===== config.mk =====
export PLATFORM = sky130hd
export DESIGN_NAME = cg_clock_gen
export DESIGN_NICKNAME = d
export VERILOG_FILES = /design/src/cg_pkg.sv /design/src/cg_sync_if.sv /design/src/cg_pin_sync.sv /design/src/cg_clock_gen.sv
export SDC_FILE = /design/constraint.sdc
export NUM_CORES = 1
export LEC_CHECK = 0
export BUFFER_PORTS_ARGS = -buffer_cell sky130_fd_sc_hd__clkbuf_2
export CORE_MARGIN = 5
export CORE_UTILIZATION = 56
export CTS_CLUSTER_DIAMETER = 40
export CTS_CLUSTER_SIZE = 24
export DETAILED_ROUTE_END_ITERATION = 12
export PLACE_DENSITY = 0.86
export SKIP_LAST_GASP = 1
export SLEW_MARGIN = 15
export SYNTH_ARGS = -nofsm -noshare
export SYNTH_HDL_FRONTEND = slang
export SYNTH_SLANG_ARGS = --single-unit

===== constraint.sdc =====
create_clock -name REF_CLK -period 3.85 [get_ports REF_CLK]
set_input_delay 0.1925 -clock REF_CLK [delete_from_list [all_inputs] [get_ports REF_CLK]]
set_output_delay 0.1925 -clock REF_CLK [all_outputs]
set_load 0.01 [all_outputs]

===== src/cg_pkg.sv =====
// Purpose : Shared constants for the processor clock generator
// Assumes : One 200 MHz reference clock, all pins asynchronous to it
// Notes   : Pin indices address the synchroniser bank vector
package cg_pkg;

  // ----------------------------------------------------------------
  // Timing
  // ----------------------------------------------------------------
  localparam int REF_CLK_MHZ     = 200;
  localparam int SRC_MAX_MHZ     = 25;   // Highest source rate sampled cleanly
  // Reference cycles per source period at the highest rate, rounded down
  localparam int SRC_MIN_CYCLES  = REF_CLK_MHZ / SRC_MAX_MHZ;
  localparam int SYNC_DEPTH      = 2;

  // ----------------------------------------------------------------
  // Divider
  // ----------------------------------------------------------------
  localparam logic [1:0] DIV_LAST   = 2'h2;  // Divide by three: counts 0..2
  localparam logic [1:0] DIV_HIGH   = 2'h0;  // Count during which the clock is high
  localparam logic [1:0] DIV_RESET  = 2'h2;  // Next edge after a clear raises the clock
  // Edges before the strap has crossed both stages; the second stage fills one edge late
  localparam logic [1:0] WARM_DONE  = 2'h3;

  // ----------------------------------------------------------------
  // Synchroniser bank layout
  // ----------------------------------------------------------------
  localparam int PIN_XTAL   = 0;
  localparam int PIN_EXT    = 1;
  localparam int PIN_RES_N  = 2;
  localparam int PIN_RDY_A  = 3;
  localparam int PIN_RDY_B  = 4;
  localparam int PIN_QUAL_A = 5;
  localparam int PIN_QUAL_B = 6;
  localparam int PIN_STAGE  = 7;
  localparam int PIN_CLEAR  = 8;
  localparam int PIN_STRAP  = 9;
  localparam int PIN_COUNT  = 10;

endpackage


===== src/cg_sync_if.sv =====
// Purpose : Carrier between the pin synchroniser and the generator core
// Assumes : Raw pins are asynchronous to the reference clock
// Notes   : Width follows the pin count of the package
interface cg_sync_if #(parameter int W = 10);
  logic [W-1:0] raw;
  logic [W-1:0] synced;
  modport sync_side (input raw, output synced);
  modport core_side (output raw, input synced);
endinterface


===== src/cg_pin_sync.sv =====
// Purpose : Two flip-flop synchroniser for every asynchronous pin
// Assumes : Single reference clock, asynchronous active high reset
// Notes   : The first stage is read only by the second stage
module cg_pin_sync
  import cg_pkg::*;
#(
  parameter int W = PIN_COUNT
) (
  input  wire logic clk,
  input  wire logic rst,
  cg_sync_if.sync_side pins
);

  typedef struct packed {
    logic [W-1:0] first;
    logic [W-1:0] second;
  } cg_sync_state_t;

  cg_sync_state_t st;
  cg_sync_state_t next_st;

  // ----------------------------------------------------------------
  // Metastability chain
  // ----------------------------------------------------------------
  // Shift each pin through two stages
  always_comb begin
    next_st.first  = pins.raw;
    next_st.second = st.first;
  end

  // State register
  always_ff @(posedge clk or posedge rst) begin
    if (rst) begin
      st <= '0;
    end else begin
      st <= next_st;
    end
  end

  assign pins.synced = st.second;

endmodule


===== src/cg_clock_gen.sv =====
// Purpose : Processor clock generator with reset and ready synchronisation
// Assumes : Source rates up to 25 MHz, sampled by a 200 MHz reference clock
// Notes   : All generated clocks are registered levels, not derived clocks
//
// Functional notes
// - Strap low selects crystal oscillator, high selects external frequency input.
// - Processor clock is one third of source frequency, one third duty.
// - Counter is static: works for any source rate from zero to maximum.
// - Reset output follows reset input; low input requests reset.
// - Each active-low qualifier validates its own bus-ready input.
// - Stage select low gives two sync stages, high gives one.
// - Ready output is active high, synchronised, deasserting after hold time.
// - Peripheral clock is half the processor clock with equal high/low.
// - Counter-clear input high holds divide counters reset; low resumes counting.
// - Reset output updates on processor clock falling edge.
// - Two-stage: rising ready caught at clock rise then fall; falling only at fall.
module cg_clock_gen
  import cg_pkg::*;
(
  input  wire logic REF_CLK,
  input  wire logic SYS_RST,
  input  wire logic CRYSTAL_PIN_A,
  input  wire logic EXTERNAL_FREQ_IN,
  input  wire logic FREQ_SOURCE_SELECT,
  input  wire logic RESET_IN_N,
  input  wire logic BUS_READY_A,
  input  wire logic BUS_READY_B,
  input  wire logic READY_QUALIFIER_A_N,
  input  wire logic READY_QUALIFIER_B_N,
  input  wire logic SYNC_STAGE_SELECT,
  input  wire logic COUNTER_CLEAR_SYNC,
  output logic      CRYSTAL_PIN_B,
  output logic      OSCILLATOR_OUT,
  output logic      CPU_CLK,
  output logic      PERIPH_CLK,
  output logic      RESET_OUT,
  output logic      READY
);

  // ----------------------------------------------------------------
  // Pin synchronisation
  // ----------------------------------------------------------------
  cg_sync_if #(.W(PIN_COUNT)) pins ();

  // Every pin is asynchronous, so all of them pass the two-stage bank
  assign pins.raw[PIN_XTAL]   = CRYSTAL_PIN_A;
  assign pins.raw[PIN_EXT]    = EXTERNAL_FREQ_IN;
  assign pins.raw[PIN_RES_N]  = RESET_IN_N;
  assign pins.raw[PIN_RDY_A]  = BUS_READY_A;
  assign pins.raw[PIN_RDY_B]  = BUS_READY_B;
  assign pins.raw[PIN_QUAL_A] = READY_QUALIFIER_A_N;
  assign pins.raw[PIN_QUAL_B] = READY_QUALIFIER_B_N;
  assign pins.raw[PIN_STAGE]  = SYNC_STAGE_SELECT;
  assign pins.raw[PIN_CLEAR]  = COUNTER_CLEAR_SYNC;
  assign pins.raw[PIN_STRAP]  = FREQ_SOURCE_SELECT;

  cg_pin_sync #(.W(PIN_COUNT)) u_sync (
    .clk  (REF_CLK),
    .rst  (SYS_RST),
    .pins (pins)
  );

  // ----------------------------------------------------------------
  // State
  // ----------------------------------------------------------------
  typedef struct packed {
    logic [1:0] warm;      // Cycles since reset release, saturating
    logic       strap;     // Source select caught once after reset
    logic       src_prev;  // Previous level of the selected source
    logic       xtal_buf;  // Buffered oscillator level
    logic [1:0] cnt;       // Divide-by-three position
    logic       cpu_clk;
    logic       periph;
    logic       reset_out;
    logic       stage1;    // First ready flip-flop, taken at clock rise
    logic       ready;     // Second ready flip-flop, taken at clock fall
  } cg_state_t;

  cg_state_t st;
  cg_state_t next_st;

  // Ready qualification, shared by logic and checks
  function automatic logic qualify(input logic rdy_a, input logic qa_n,
                                   input logic rdy_b, input logic qb_n);
    return (rdy_a & ~qa_n) | (rdy_b & ~qb_n);
  endfunction

  logic s_xtal;
  logic s_ext;
  logic s_res_n;
  logic s_single;
  logic s_clear;
  logic q_rdy;
  logic src_lvl;
  logic src_edge;
  logic clk_rise;
  logic clk_fall;

  assign s_xtal   = pins.synced[PIN_XTAL];
  assign s_ext    = pins.synced[PIN_EXT];
  assign s_res_n  = pins.synced[PIN_RES_N];
  assign s_single = pins.synced[PIN_STAGE];
  assign s_clear  = pins.synced[PIN_CLEAR];
  assign q_rdy    = qualify(pins.synced[PIN_RDY_A], pins.synced[PIN_QUAL_A],
                            pins.synced[PIN_RDY_B], pins.synced[PIN_QUAL_B]);

  // ----------------------------------------------------------------
  // Source selection and edge detection
  // ----------------------------------------------------------------
  // Only edges advance the divider, so a stopped source simply freezes it
  assign src_lvl  = st.strap ? s_ext : s_xtal;
  assign src_edge = (st.warm == WARM_DONE) && src_lvl && !st.src_prev;

  // Clock transitions this cycle, taken from the next divider state
  assign clk_rise = next_st.cpu_clk && !st.cpu_clk;
  assign clk_fall = !next_st.cpu_clk && st.cpu_clk;

  // ----------------------------------------------------------------
  // Next state
  // ----------------------------------------------------------------
  always_comb begin
    next_st          = st;
    next_st.xtal_buf = s_xtal;
    next_st.src_prev = src_lvl;
    // Strap is read once the synchroniser has filled with real pin levels
    if (st.warm != WARM_DONE) begin
      next_st.warm = st.warm + 2'h1;
      if (st.warm + 2'h1 == WARM_DONE) begin
        next_st.strap = pins.synced[PIN_STRAP];
      end
    end
    // Divider: clear holds it parked so the first edge after release raises CLK
    if (s_clear) begin
      next_st.cnt     = DIV_RESET;
      next_st.cpu_clk = 1'b0;
      next_st.periph  = 1'b0;
    end else if (src_edge) begin
      next_st.cnt     = (st.cnt == DIV_LAST) ? DIV_HIGH : st.cnt + 2'h1;
      next_st.cpu_clk = (next_st.cnt == DIV_HIGH);
      if (next_st.cnt == DIV_HIGH) begin
        next_st.periph = !st.periph;
      end
    end
    // Reset and ready flip-flops act on the clock transitions just computed
    if (!next_st.cpu_clk && st.cpu_clk) begin
      next_st.reset_out = !s_res_n;
      // Falling input passes straight through; rising needs stage one as well in two-stage mode
      next_st.ready = s_single ? q_rdy : (q_rdy && st.stage1);
    end
    // Stage one only matters in two-stage mode; it samples at every rise
    if (next_st.cpu_clk && !st.cpu_clk) begin
      next_st.stage1 = q_rdy;
    end
  end

  // State register; reset output asserted while the block is in reset
  always_ff @(posedge REF_CLK or posedge SYS_RST) begin
    if (SYS_RST) begin
      st           <= '0;
      st.cnt       <= DIV_RESET;
      st.reset_out <= 1'b1;
    end else begin
      st <= next_st;
    end
  end

  // ----------------------------------------------------------------
  // Outputs
  // ----------------------------------------------------------------
  assign CPU_CLK        = st.cpu_clk;
  assign PERIPH_CLK     = st.periph;
  assign RESET_OUT      = st.reset_out;
  assign READY          = st.ready;
  assign OSCILLATOR_OUT = st.xtal_buf;
  assign CRYSTAL_PIN_B  = !st.xtal_buf; // Inverting drive back to the crystal
endmodule


=== Word-level counts from Yosys, hierarchy flattened ===
Cells that the tools add are included.

* Bits in registers: 32
* Input bits: 12

* Add/subtract/negate cells: 2
* Equal/unequal tests: 4
* Multiplexer cells: 6
* Bitwise operators: 5
* Reductions and logical operators: 16

{| class="wikitable"
|+ Operator list
! operator !! number
|-
| 4-bit two-way mux || 2
|-
| 2-bit equality test (second input constant) || 3
|-
| 1-bit logical NOT || 6
|-
| 1-bit logical AND || 5
|-
| 2-bit by 1-bit adder with 2-bit output (second input constant) || 2
|-
| 2-bit AND reduction || 2
|-
| 2-bit nonzero test || 2
|-
| 1-bit two-way mux || 3
|-
| 1-bit AND || 2
|-
| 2-bit logical NOT || 1
|-
| 2-bit two-way mux || 1
|-
| 2-bit inequality test (second input constant) || 1
|-
| 1-bit inverter || 2
|-
| 1-bit bitwise OR || 1
|}

=== Depth between registers and ports, before layout ===
Gate-level depths: netlist of the first run.

* Depth in word-level cells: 8
* Depth in mapped cells: 4
* Mapped depth without buffers: 4

=== Cells and area by module ===
From an unflattened synthesis of the first run, not the netlist that was laid out.

* Cell total of the unflattened synthesis: 73
* Area, all modules: 1089.8 sq um

{| class="wikitable"
|+ Modules (own cells, without submodules)
! module !! instances !! cells an instance !! area each (sq um)
|-
| cg_clock_gen || 1 || 52 || 585.6
|-
| cg_pin_sync || 1 || 21 || 504.2
|}

=== Worst setup path before layout of the first run ===
No wires, ideal clock.

* Path kind: register to register
* Start point: register st[10] (netlist name)
* End point: register st, in the netlist READY
* Library setup time: 125 ps
* Arrival time: 1301 ps
* Slack: 2424 ps
* Stages on the path, launching flop included: 5
* Cells stage by stage: dfrtp_1 > ha_1 > nor4bb_1 > a22o_1 > mux2_4

* Longest elaborated chain between the ends: 7

{| class="wikitable"
|+ RTL lines
! element !! line !! RTL
|-
| start, declared || cg_clock_gen.sv:79 || <nowiki>cg_state_t st;</nowiki>
|-
| start signal, assigned || cg_clock_gen.sv:163 || <nowiki>st <= next_st;</nowiki>
|-
| 2-bit equality test || cg_clock_gen.sv:112 || <nowiki>assign src_edge = (st.warm == WARM_DONE) && src_lvl && !st.src_prev;</nowiki>
|-
| 1-bit logical AND (2 in series) || cg_clock_gen.sv:112 ||
|-
| 4-bit two-way mux || cg_clock_gen.sv:137 || <nowiki>end else if (src_edge) begin</nowiki>
|-
| 4-bit two-way mux || cg_clock_gen.sv:133 || <nowiki>if (s_clear) begin</nowiki>
|-
| 1-bit logical NOT || cg_clock_gen.sv:145 || <nowiki>if (!next_st.cpu_clk && st.cpu_clk) begin</nowiki>
|-
| 1-bit logical AND || cg_clock_gen.sv:145 ||
|}

Every way passes these cells. The select of a mux whose other input is x is not followed.
A chain may end at the register's enable or synchronous reset.

=== Worst setup path after layout of the first run ===
Ends and elaborated chain as after synthesis.

==> flow_summary.toml, run 1 <==
[power_and_ir_drop]
max-vdd-ir-drop_mv = 0.348
leakage_power_total_nw = 0.639
power_density_mw_per_mm2 = 467

[detailed_routing]
wl_met1_um = 651
met3WireLength_um = 111
ant_nets = 0
avgRoutedWirePerCell_um = 12.3
maxUsedRoutingLayer = "met4"
avgViaCountPerCell = 4.75
route.met2.wl_um = 795
vias = 622
detailedRoute.firstPassIterationCount = 3
remaining_routing_drc_violations = 0
route.final.wire_length_um = 1610
drt_iter0_markers = 2

[floorplan]
row_count = 15
die-width_um = 53.7
dieHeight_um = 53.7
initial_utilization = 0.606
floorplan.die_area_mm2 = 0.00288
placeable_core_area_mm2 = 0.00176
floorplan.io_pins = 18

[setup_path]
path_delay_family = "flip-flops"
worst-endpoint-required_ps = 4070
cp_data_arrival_time_ps = 1770
path_cells = "ha_1, nor4bb_1, a22o_1, mux2_4"
crit_path_max_fo = 6
reg2reg_from = "st[10]"
crit_path_top_delay_cell = "dfrtp_1"
path_depth = 4
critPathBufInv = 0
crit_start = "st[10]"
cpPeakStageDelay_ps = 400
reg2reg_depth = 4
critical_path.startpoint_type = "flip-flop"
timing.setup.critical_path_class = "flip-flop to flip-flop"
rrSetupSlack_ps = 2310
rr_endpoint = "READY"
timing.critical_path.to = "READY"
timing.critical_path.to_type = "flip-flop"

[timing]
layout_worst_path_cycle_share = 0.400
rsz0062_at_grt = "no"
tns_ps = 0
holdWs_ps = 357
slew_headroom = 0.595
finalSetupViolations = 0
report.final.hold_viol_count = 0
fin_crit_ps = 1540
timing.fmax_ghz = 0.649
timing_worst_slew_pin_value_ps = 607
final-max-slew-violation-count = 0
final.setup_skew_ps = 8.34

[cts]
cts.reportedPaths.clkPinSlew_ps = 100
postCtsSetupBuffers = 0
cts_hold_repair.buffers = 10
worst_skew_pair.late_latency_ps = 330
cts_tree = "yes"
cts_inserted_buffers = 5
clk_root_buffer_cell = "clkbuf_4"
cts-resized-gates = 0
clock_tree.buffer_depth = 2
numClockSinks = 32
cts_max_level = 2

[logic_synthesis]
yosys_warnings = 0
synthesis.nets = 84
post_syn_instances = 70
post_synthesis_cell_type_count = 24
syn-cell-area_mm2 = 0.00107
post_synth.cell_area_avg_um2 = 15.3
synth.ff_latch_count = 32
synth_seq_area_share = 0.752

[layout]
antenna_cells_inserted = 0
finalNetCount = 119
utilization = 0.769
area_delta_synth_final_pct = 26.9
final_layout_size_suffix_gt1_frac = 0.311

[grt]
grt_max_degree = 33
antenna_violations_before_repair = 0
grtUsageTotal = 0.146
globalRouteOverflowTotal = 0
grt_pass1_vias = 610
first_pass_grt_wire_length_um = 2680

[outcome]
outcome = "complete, no violations"

[place]
finalWeightedCongestion = 0.757
detailed_place_hpwl_um = 1050
io_buffer_count = 17

[worst_hold_path]
timing.hold.worst.class = "flip-flop to flip-flop"

[job]
maxCapViolCount = 0
-- kinds of logic (layout without fill, tap and decap cells) --
kind of cell / count (synthesis) / after routing / share of synthesized area
fa+ha+maj: 2 / 2 / 0.0234
xor+xnor: 1 / 1 / 0.00820
buf+inv: 5 / 41 / 0.0176
flops: 32 / 32 / 0.752
compound gates: 12 / 12 / 0.0667
mux: 4 / 4 / 0.0468
simple gates: 14 / 14 / 0.0855
-- stage by stage --
step	setup WS (ps)	instance area (um^2)	instances	total power (W)
floorplan	2420	1070	70	0.000421
global placement	2380	1180	112	0.000443
detailed placement	2330	1180	112	0.000447
CTS	2310	1350	130	0.000644
global route	2220	1360	131	0.000667
finish	2310	1360	131	0.000633
-- power by group --
group	leakage, nW	internal, W	switching [W]
sequential	0.371	0.000366	0.0000140
clock	0.0274	0.0000717	0.000114
combinational	0.241	0.0000362	0.0000319
total	0.639	0.000473	0.000160
-- how the worst min path moves through the flow --
stage	from	endpoint	slack (ps)	depth (start not counted)
after detailed placement	READY_QUALIFIER_B_N	u_sync.next_st[6]	300	1
final	u_sync.next_st[7]	u_sync.pins.synced[7]	360	0
after global placement	CRYSTAL_PIN_A	u_sync.next_st[0]	300	1
after floorplan	CRYSTAL_PIN_A	u_sync.next_st[0]	220	0
after global routing	u_sync.next_st[7]	u_sync.pins.synced[7]	370	0
after CTS	SYS_RST	u_sync.next_st[8]	130	2
-- final cells by class --
type	instances	area [um^2]
multi-input cells	33	246
well taps	25	31.3
clock inverters	3	23.8
inverters	5	18.8
repair buffers	28	195
clock buffers	5	37.5
flip-flops and latches	32	803
fillers	130	408
-- flip-flops by register name, summed over array words and instances (netlist names) --
signal,cells
OSCILLATOR_OUT,1
st,7
u_sync.next_st,10
RESET_OUT,1
CPU_CLK,1
READY,1
u_sync.pins.synced,10
PERIPH_CLK,1
-- layout by cell type (no fill, tap or decap), drive strengths merged --
cell / netlist / layout
nand2b: 3 / 3
a31oi: 2 / 2
and3b: 1 / 1
mux2: 2 / 2
dfstp: 2 / 2
o21ai: 4 / 4
nand3b: 2 / 2
nor2: 2 / 2
mux2i: 2 / 2
nand2: 2 / 2
inv: 5 / 5
or4b: 1 / 1
a21oi: 4 / 4
clkbuf: 0 / 22
dlygate4sd3: 0 / 11
nor4bb: 1 / 1
clkinvlp: 0 / 2
clkinv: 0 / 1
a22o: 1 / 1
xnor2: 1 / 1
a21bo: 1 / 1
and3: 1 / 1
ha: 2 / 2
dfrtp: 30 / 30
or4: 1 / 1
-- routing by layer --
metal	vias up	GRT usage
met3	5	0.0637
met4	0	0.128
met2	21	0.222
li1	307	-
met1	289	0.152
met5	-	0
-- synth_stat cells (all sizes together) --
library cell,count,area share
dfrtp,30,0.70
inv,5,0.018
a21oi,4,0.019
o21ai,4,0.019
nand2b,3,0.018
a31oi,2,0.012
dfstp,2,0.049
ha,2,0.023
mux2,2,0.025
mux2i,2,0.022
nand2,2,0.0070
nand3b,2,0.014
nor2,2,0.0070
a21bo,1,0.0094
a22o,1,0.0082
and3,1,0.0059
and3b,1,0.0082
nor4bb,1,0.0094
or4,1,0.0070
or4b,1,0.0094
xnor2,1,0.0082
Power figures use the tool's default switching activity.
==> run 2, diff against run 1 <==
--- a/config.mk
+++ b/config.mk
@@ -7,11 +7,11 @@
 export LEC_CHECK = 0
 export BUFFER_PORTS_ARGS = -buffer_cell sky130_fd_sc_hd__clkbuf_2
 export CORE_MARGIN = 5
-export CORE_UTILIZATION = 56
+export CORE_UTILIZATION = 52
 export CTS_CLUSTER_DIAMETER = 40
 export CTS_CLUSTER_SIZE = 24
 export DETAILED_ROUTE_END_ITERATION = 12
-export PLACE_DENSITY = 0.86
+export PLACE_DENSITY = 0.82
 export SKIP_LAST_GASP = 1
 export SLEW_MARGIN = 15
 export SYNTH_ARGS = -nofsm -noshare
==> constraint.sdc (replaced) <==
create_clock -name REF_CLK -period 1.5 [get_ports REF_CLK]
set_input_delay 0.075 -clock REF_CLK [delete_from_list [all_inputs] [get_ports REF_CLK]]
set_output_delay 0.075 -clock REF_CLK [all_outputs]
set_load 0.01 [all_outputs]
==> run 2 against run 1 <==
Against the previous run: register-to-register slack lost 2200 ps; cell count grew 5.3%; maximum frequency grew 8.4%; via count grew 9.0%; hold slack lost 21 ps; die area grew 6.2%; clock skew grew 3.8 ps; power grew to 2.5 times the previous value; critical path depth is the same; critical path type unchanged; utilization shrank 5.4 points.
==> flow_summary.toml, run 2 (same netlist as run 1, synthesis figures left out) <==
[job]
maxCapViolCount = 0

[layout]
mostFrequentLayoutCells = "dfrtp_1 (30), clkbuf_2 (17), dlygate4sd3_1 (11), clkbuf_4 (5), buf_4 (5)"
utilization = 0.715
area_delta_synth_final_pct = 31.3
antenna_cells_inserted = 0
ff_latch_area_um2 = 803
finalNetCount = 124
final_layout_size_suffix_gt1_frac = 0.333
mostFrequentLayoutCell = "dfrtp_1"
multiInputGateArea_um2 = 264
layout.cells.non_filler = 138
layout.filler_cells = 157

[worst_hold_path]
timing.hold.worst.class = "input port to async pin"

[setup_path]
timing.setup.critical_path_class = "flip-flop to flip-flop"
timing.critical_path.to_type = "flip-flop"
critPathBufInv = 1
reg2reg_depth = 4
rr_endpoint = "READY"
critical_path.startpoint_type = "flip-flop"
path_cells = "mux2i_2, inv_2, a22o_1, mux2_4"
crit_path_max_fo = 6
cpPeakStageDelay_ps = 390
rrSetupSlack_ps = 80
cp_data_arrival_time_ps = 1640
path_delay_family = "multiplexers"
reg2reg_from = "st[9]"
worst-endpoint-required_ps = 1720
crit_path_top_delay_cell = "dfrtp_1"

[power_and_ir_drop]
max-vdd-ir-drop_mv = 0.931
leakage_power_total_nw = 0.670
power_density_mw_per_mm2 = 1150
post-layout-total-power_w = 0.00161

[timing]
layout_worst_path_cycle_share = 0.948
rsz0062_at_grt = "no"
fin_ws_ps = 77.5
fin_crit_ps = 1420
slew_headroom = 0.753
report.final.hold_viol_count = 0
final.setup_skew_ps = 12.1
final-max-slew-violation-count = 0
timing.fmax_ghz = 0.703
timing_worst_slew_pin_value_ps = 371
finalSetupViolations = 0

[place]
preCtsSetupSlack_ps = -35.9
detailed_place_hpwl_um = 1140
io_buffer_count = 17
dp.cells = 117
finalWeightedCongestion = 0.758

[cts]
cts_max_level = 2
cts.reportedPaths.clkPinSlew_ps = 100
numClockSinks = 32
clock_tree.buffer_depth = 2
cts_tree = "yes"
cts_inserted_buffers = 5
worst_skew_pair.late_latency_ps = 330
clk_root_buffer_cell = "clkbuf_4"

[detailed_routing]
drt_iter0_markers = 0
vias = 678
avgViaCountPerCell = 4.91
ant_nets = 0
detailedRoute.firstPassIterationCount = 1
avgRoutedWirePerCell_um = 12.9
remaining_routing_drc_violations = 0
route.final.wire_length_um = 1780

[floorplan]
floorplan.die_area_mm2 = 0.00306
floorplan.io_pins = 18
row_count = 16
die-width_um = 55.3
dieHeight_um = 55.3
placeable_core_area_mm2 = 0.00196
initial_utilization = 0.545

[grt]
first_pass_grt_wire_length_um = 3060
globalRouteOverflowTotal = 0
grt_pass1_vias = 720
grt_max_degree = 33
grtUsageTotal = 0.135
antenna_violations_before_repair = 0

[outcome]
outcome = "complete, no violations"
run 2: how the worst max path moves through the flow:
stage | slack [ps] | endpoint | startpoint | depth (start not counted)
finish | 80 | READY | st[9] | 4
global route | 0.3 | READY | st[9] | 4
CTS | 2 | READY | st[10] | 4
detailed placement | -40 | READY | st[10] | 4
global placement | 80 | READY | st[10] | 4
floorplan | 70 | READY | st[10] | 4
run 2: repair_timing:
| item | 4_1_cts | 5_1_grt |
|---|---|---|
| buffers inserted | 1 | 1 |
| hold buffers | 11 | 0 |
| hold endpoints to repair | 40 | 0 |
| pin swaps | 1 | 1 |
| gates resized for setup | 1 | 2 |
| endpoints found under the setup margin | 1 | 2 |
run 2: metrics by stage:
| step | hold WS [ps] | setup TNS (ps) | cell area, um^2 |
|---|---|---|---|
| finish | 335 | 0 | 1400 |
| detailed placement | 146 | -35.9 | 1210 |
| floorplan | 106 | 0 | 1070 |
| global route | 363 | 0 | 1400 |
| CTS | 321 | 0 | 1380 |
| global placement | 144 | 0 | 1210 |
run 2: report_power, final:
| group | internal (W) | switching, W |
|---|---|---|
| sequential | 0.000938 | 0.0000389 |
| combinational | 0.000101 | 0.0000862 |
| clock | 0.000182 | 0.000267 |
| total | 0.00122 | 0.000392 |
run 2: worst reg2reg max path: stages, from the launching register on:
cell and delay, ps:
dfrtp_1 390, mux2i_2 350, inv_2 60, a22o_1 210, mux2_4 300
run 2: per-layer routing:
metal / GRT usage / vias to the layer above / share of wire
met5: 0 / - / 0
met3: 0.0653 / 10 / 0.065
li1: - / 318 / -
met4: 0.0938 / 0 / 0.042
met2: 0.223 / 20 / 0.53
met1: 0.131 / 330 / 0.36
run 2: layout make-up:
type | instances | share of cell area
tap | 27 | 0.0241
clock buffer | 7 | 0.0321
inverter | 5 | 0.0134
multi-input combinational | 33 | 0.188
clock inverter | 1 | 0.00357
timing repair buffer | 33 | 0.166
sequential | 32 | 0.573
==> run 3, diff against run 2 <==
--- a/config.mk
+++ b/config.mk
@@ -6,12 +6,14 @@
 export NUM_CORES = 1
 export LEC_CHECK = 0
 export BUFFER_PORTS_ARGS = -buffer_cell sky130_fd_sc_hd__clkbuf_2
+export CELL_PAD_IN_SITES_DETAIL_PLACEMENT = 0
+export CELL_PAD_IN_SITES_GLOBAL_PLACEMENT = 1
 export CORE_MARGIN = 5
-export CORE_UTILIZATION = 52
+export CORE_UTILIZATION = 43
 export CTS_CLUSTER_DIAMETER = 40
 export CTS_CLUSTER_SIZE = 24
 export DETAILED_ROUTE_END_ITERATION = 12
-export PLACE_DENSITY = 0.82
+export PLACE_DENSITY = 0.81
 export SKIP_LAST_GASP = 1
 export SLEW_MARGIN = 15
 export SYNTH_ARGS = -nofsm -noshare
==> run 3 against run 2 <==
Against the previous run: non-clock buffer count rose by 1; global-route usage down 2.3 points; maximum frequency is 0.24% lower; first-iteration DRC count increased by 10; power increased by 11%; hold slack worse by 15 ps; worst setup slack worse by 3.5 ps; register-to-register slack about the same; sequential power barely moved; via count is 5.6% lower; critical path depth stayed put; die area grew 17%; critical path type unchanged; critical endpoint unchanged; highest routed layer unchanged.
==> flow_summary.toml, run 3 (same netlist as run 1, synthesis figures left out) <==
[floorplan]
placeable_core_area_mm2 = 0.00243
initial_utilization = 0.439
die-width_um = 59.9
floorplan.die_area_mm2 = 0.00358
floorplan.io_pins = 18
row_count = 18
dieHeight_um = 59.9

[layout]
area_delta_synth_final_pct = 35.1
mostFrequentLayoutCells = "dfrtp_1 (30), clkbuf_2 (17), dlygate4sd3_1 (11), buf_4 (6), clkbuf_4 (5)"
antenna_cells_inserted = 0
final_area_mm2 = 0.00144
finalNetCount = 125
final_layout_size_suffix_gt1_frac = 0.357
layout.filler_cells = 201
mostFrequentLayoutCell = "dfrtp_1"

[detailed_routing]
detailedRoute.firstPassIterationCount = 4
wl_met1_um = 685
met3WireLength_um = 107
vias = 640
ant_nets = 0
drt_iter0_markers = 10
avgRoutedWirePerCell_um = 11.6
remaining_routing_drc_violations = 0
route.met2.wl_um = 834
maxUsedRoutingLayer = "met4"
route.final.wire_length_um = 1650
avgViaCountPerCell = 4.51

[timing]
report.final.hold_viol_count = 0
layout_worst_path_cycle_share = 0.951
holdWs_ps = 320
timing.fmax_ghz = 0.701
slew_headroom = 0.633
rsz0062_at_grt = "no"
final-max-slew-violation-count = 0
timing_worst_slew_pin_value_ps = 550
fin_crit_ps = 1430
finalSetupViolations = 0
final.setup_skew_ps = 3.40
tns_ps = 0

[job]
maxCapViolCount = 0

[setup_path]
timing.setup.critical_path_class = "flip-flop to flip-flop"
critical_path.startpoint_type = "flip-flop"
cp_data_arrival_time_ps = 1640
timing.critical_path.to_type = "flip-flop"
worst-endpoint-required_ps = 1720
crit_path_max_fo = 4

[cts]
worst_skew_pair.late_latency_ps = 330
cts_inserted_buffers = 5
clk_root_buffer_cell = "clkbuf_4"
clock_tree.buffer_depth = 2
cts_tree = "yes"
cts.reportedPaths.clkPinSlew_ps = 100
numClockSinks = 32
cts_max_level = 2

[grt]
grtUsageTotal = 0.112
first_pass_grt_wire_length_um = 2730
grt_pass1_vias = 631
antenna_violations_before_repair = 0
grt_max_degree = 16
globalRouteOverflowTotal = 0

[place]
io_buffer_count = 17
instance_area_after_placement_mm2 = 0.00122
finalWeightedCongestion = 0.680
detailed_place_hpwl_um = 1150

[power_and_ir_drop]
leakage_power_total_nw = 0.682
max-vdd-ir-drop_mv = 0.989
power_density_mw_per_mm2 = 1250

[outcome]
outcome = "complete, no violations"

[worst_hold_path]
timing.hold.worst.class = "input port to async pin"
[run 3: changes by cell type in the layout (fill, tap and decap cells not counted)]
cell | before | now
buf_4 | 5 | 6
bufinv_16 | 0 | 1
clkbuf_1 | 2 | 0
clkinvlp_4 | 0 | 1
mux2i_2 | 1 | 0
mux2i_4 | 0 | 1
nor4bb_2 | 0 | 1
nor4bb_4 | 1 | 0
[run 3: final cells by class]
| type | count | area (um^2) | share of cell area |
|---|---|---|---|
| clock buffers | 5 | 37.5 | 0.0260 |
| inverters | 5 | 18.8 | 0.0130 |
| clock inverters | 3 | 42.5 | 0.0295 |
| well taps | 30 | 37.5 | 0.0260 |
| repair buffers | 34 | 240 | 0.166 |
| multi-input cells | 33 | 264 | 0.183 |
| flip-flops and latches | 32 | 803 | 0.556 |
[run 3: through the flow]
stage,cells,total power [W],worst slack (ps),util
detailed placement,121,0.00116,13.6,0.502
CTS,141,0.00182,8.06,0.583
global placement,121,0.00115,75.5,0.502
floorplan,70,0.00108,74.0,-
finish,142,0.00180,74.0,0.594
global route,142,0.00190,4.91,0.594
[run 3: worst max-delay path, cell delays in order (launching register included)]
cell and delay [ps]:
dfrtp_1 410, ha_2 210, nor4bb_2 160, a22o_1 230, mux2_4 310
[run 3: timing repair]
action	in CTS	in global routing
endpoints found under the setup margin	1	2
resized for setup	0	3
setup buffers	1	1
pin swaps	1	1
endpoints found under the hold margin	21	0
hold buffers	11	0
[run 3: report_power, final]
part           internal [W]  switching [W]
Clock              0.000347       0.000286
Combinational      0.000103      0.0000869
Sequential         0.000938      0.0000377
[run 3: layer usage]
| metal | up-vias | track usage |
|---|---|---|
| li1 | 317 | - |
| met1 | 303 | 0.127 |
| met2 | 17 | 0.168 |
| met3 | 3 | 0.0648 |
| met4 | 0 | 0.0570 |
| met5 | - | 0 |
[run 3: worst paths after layout]
path / from / end / slack [ps] / cells past startpoint
worst max-delay path: st[10] / READY / 70 / 4
worst min register to register: u_sync.next_st[6] / u_sync.pins.synced[6] / 360 / 0
worst max register to register: st[10] / READY / 70 / 4
min in group REF_CLK: u_sync.next_st[6] / u_sync.pins.synced[6] / 360 / 0
max in group asynchronous: SYS_RST / u_sync.pins.synced[5] / 630 / 4
worst min-delay path: SYS_RST / st[11] / 320 / 3
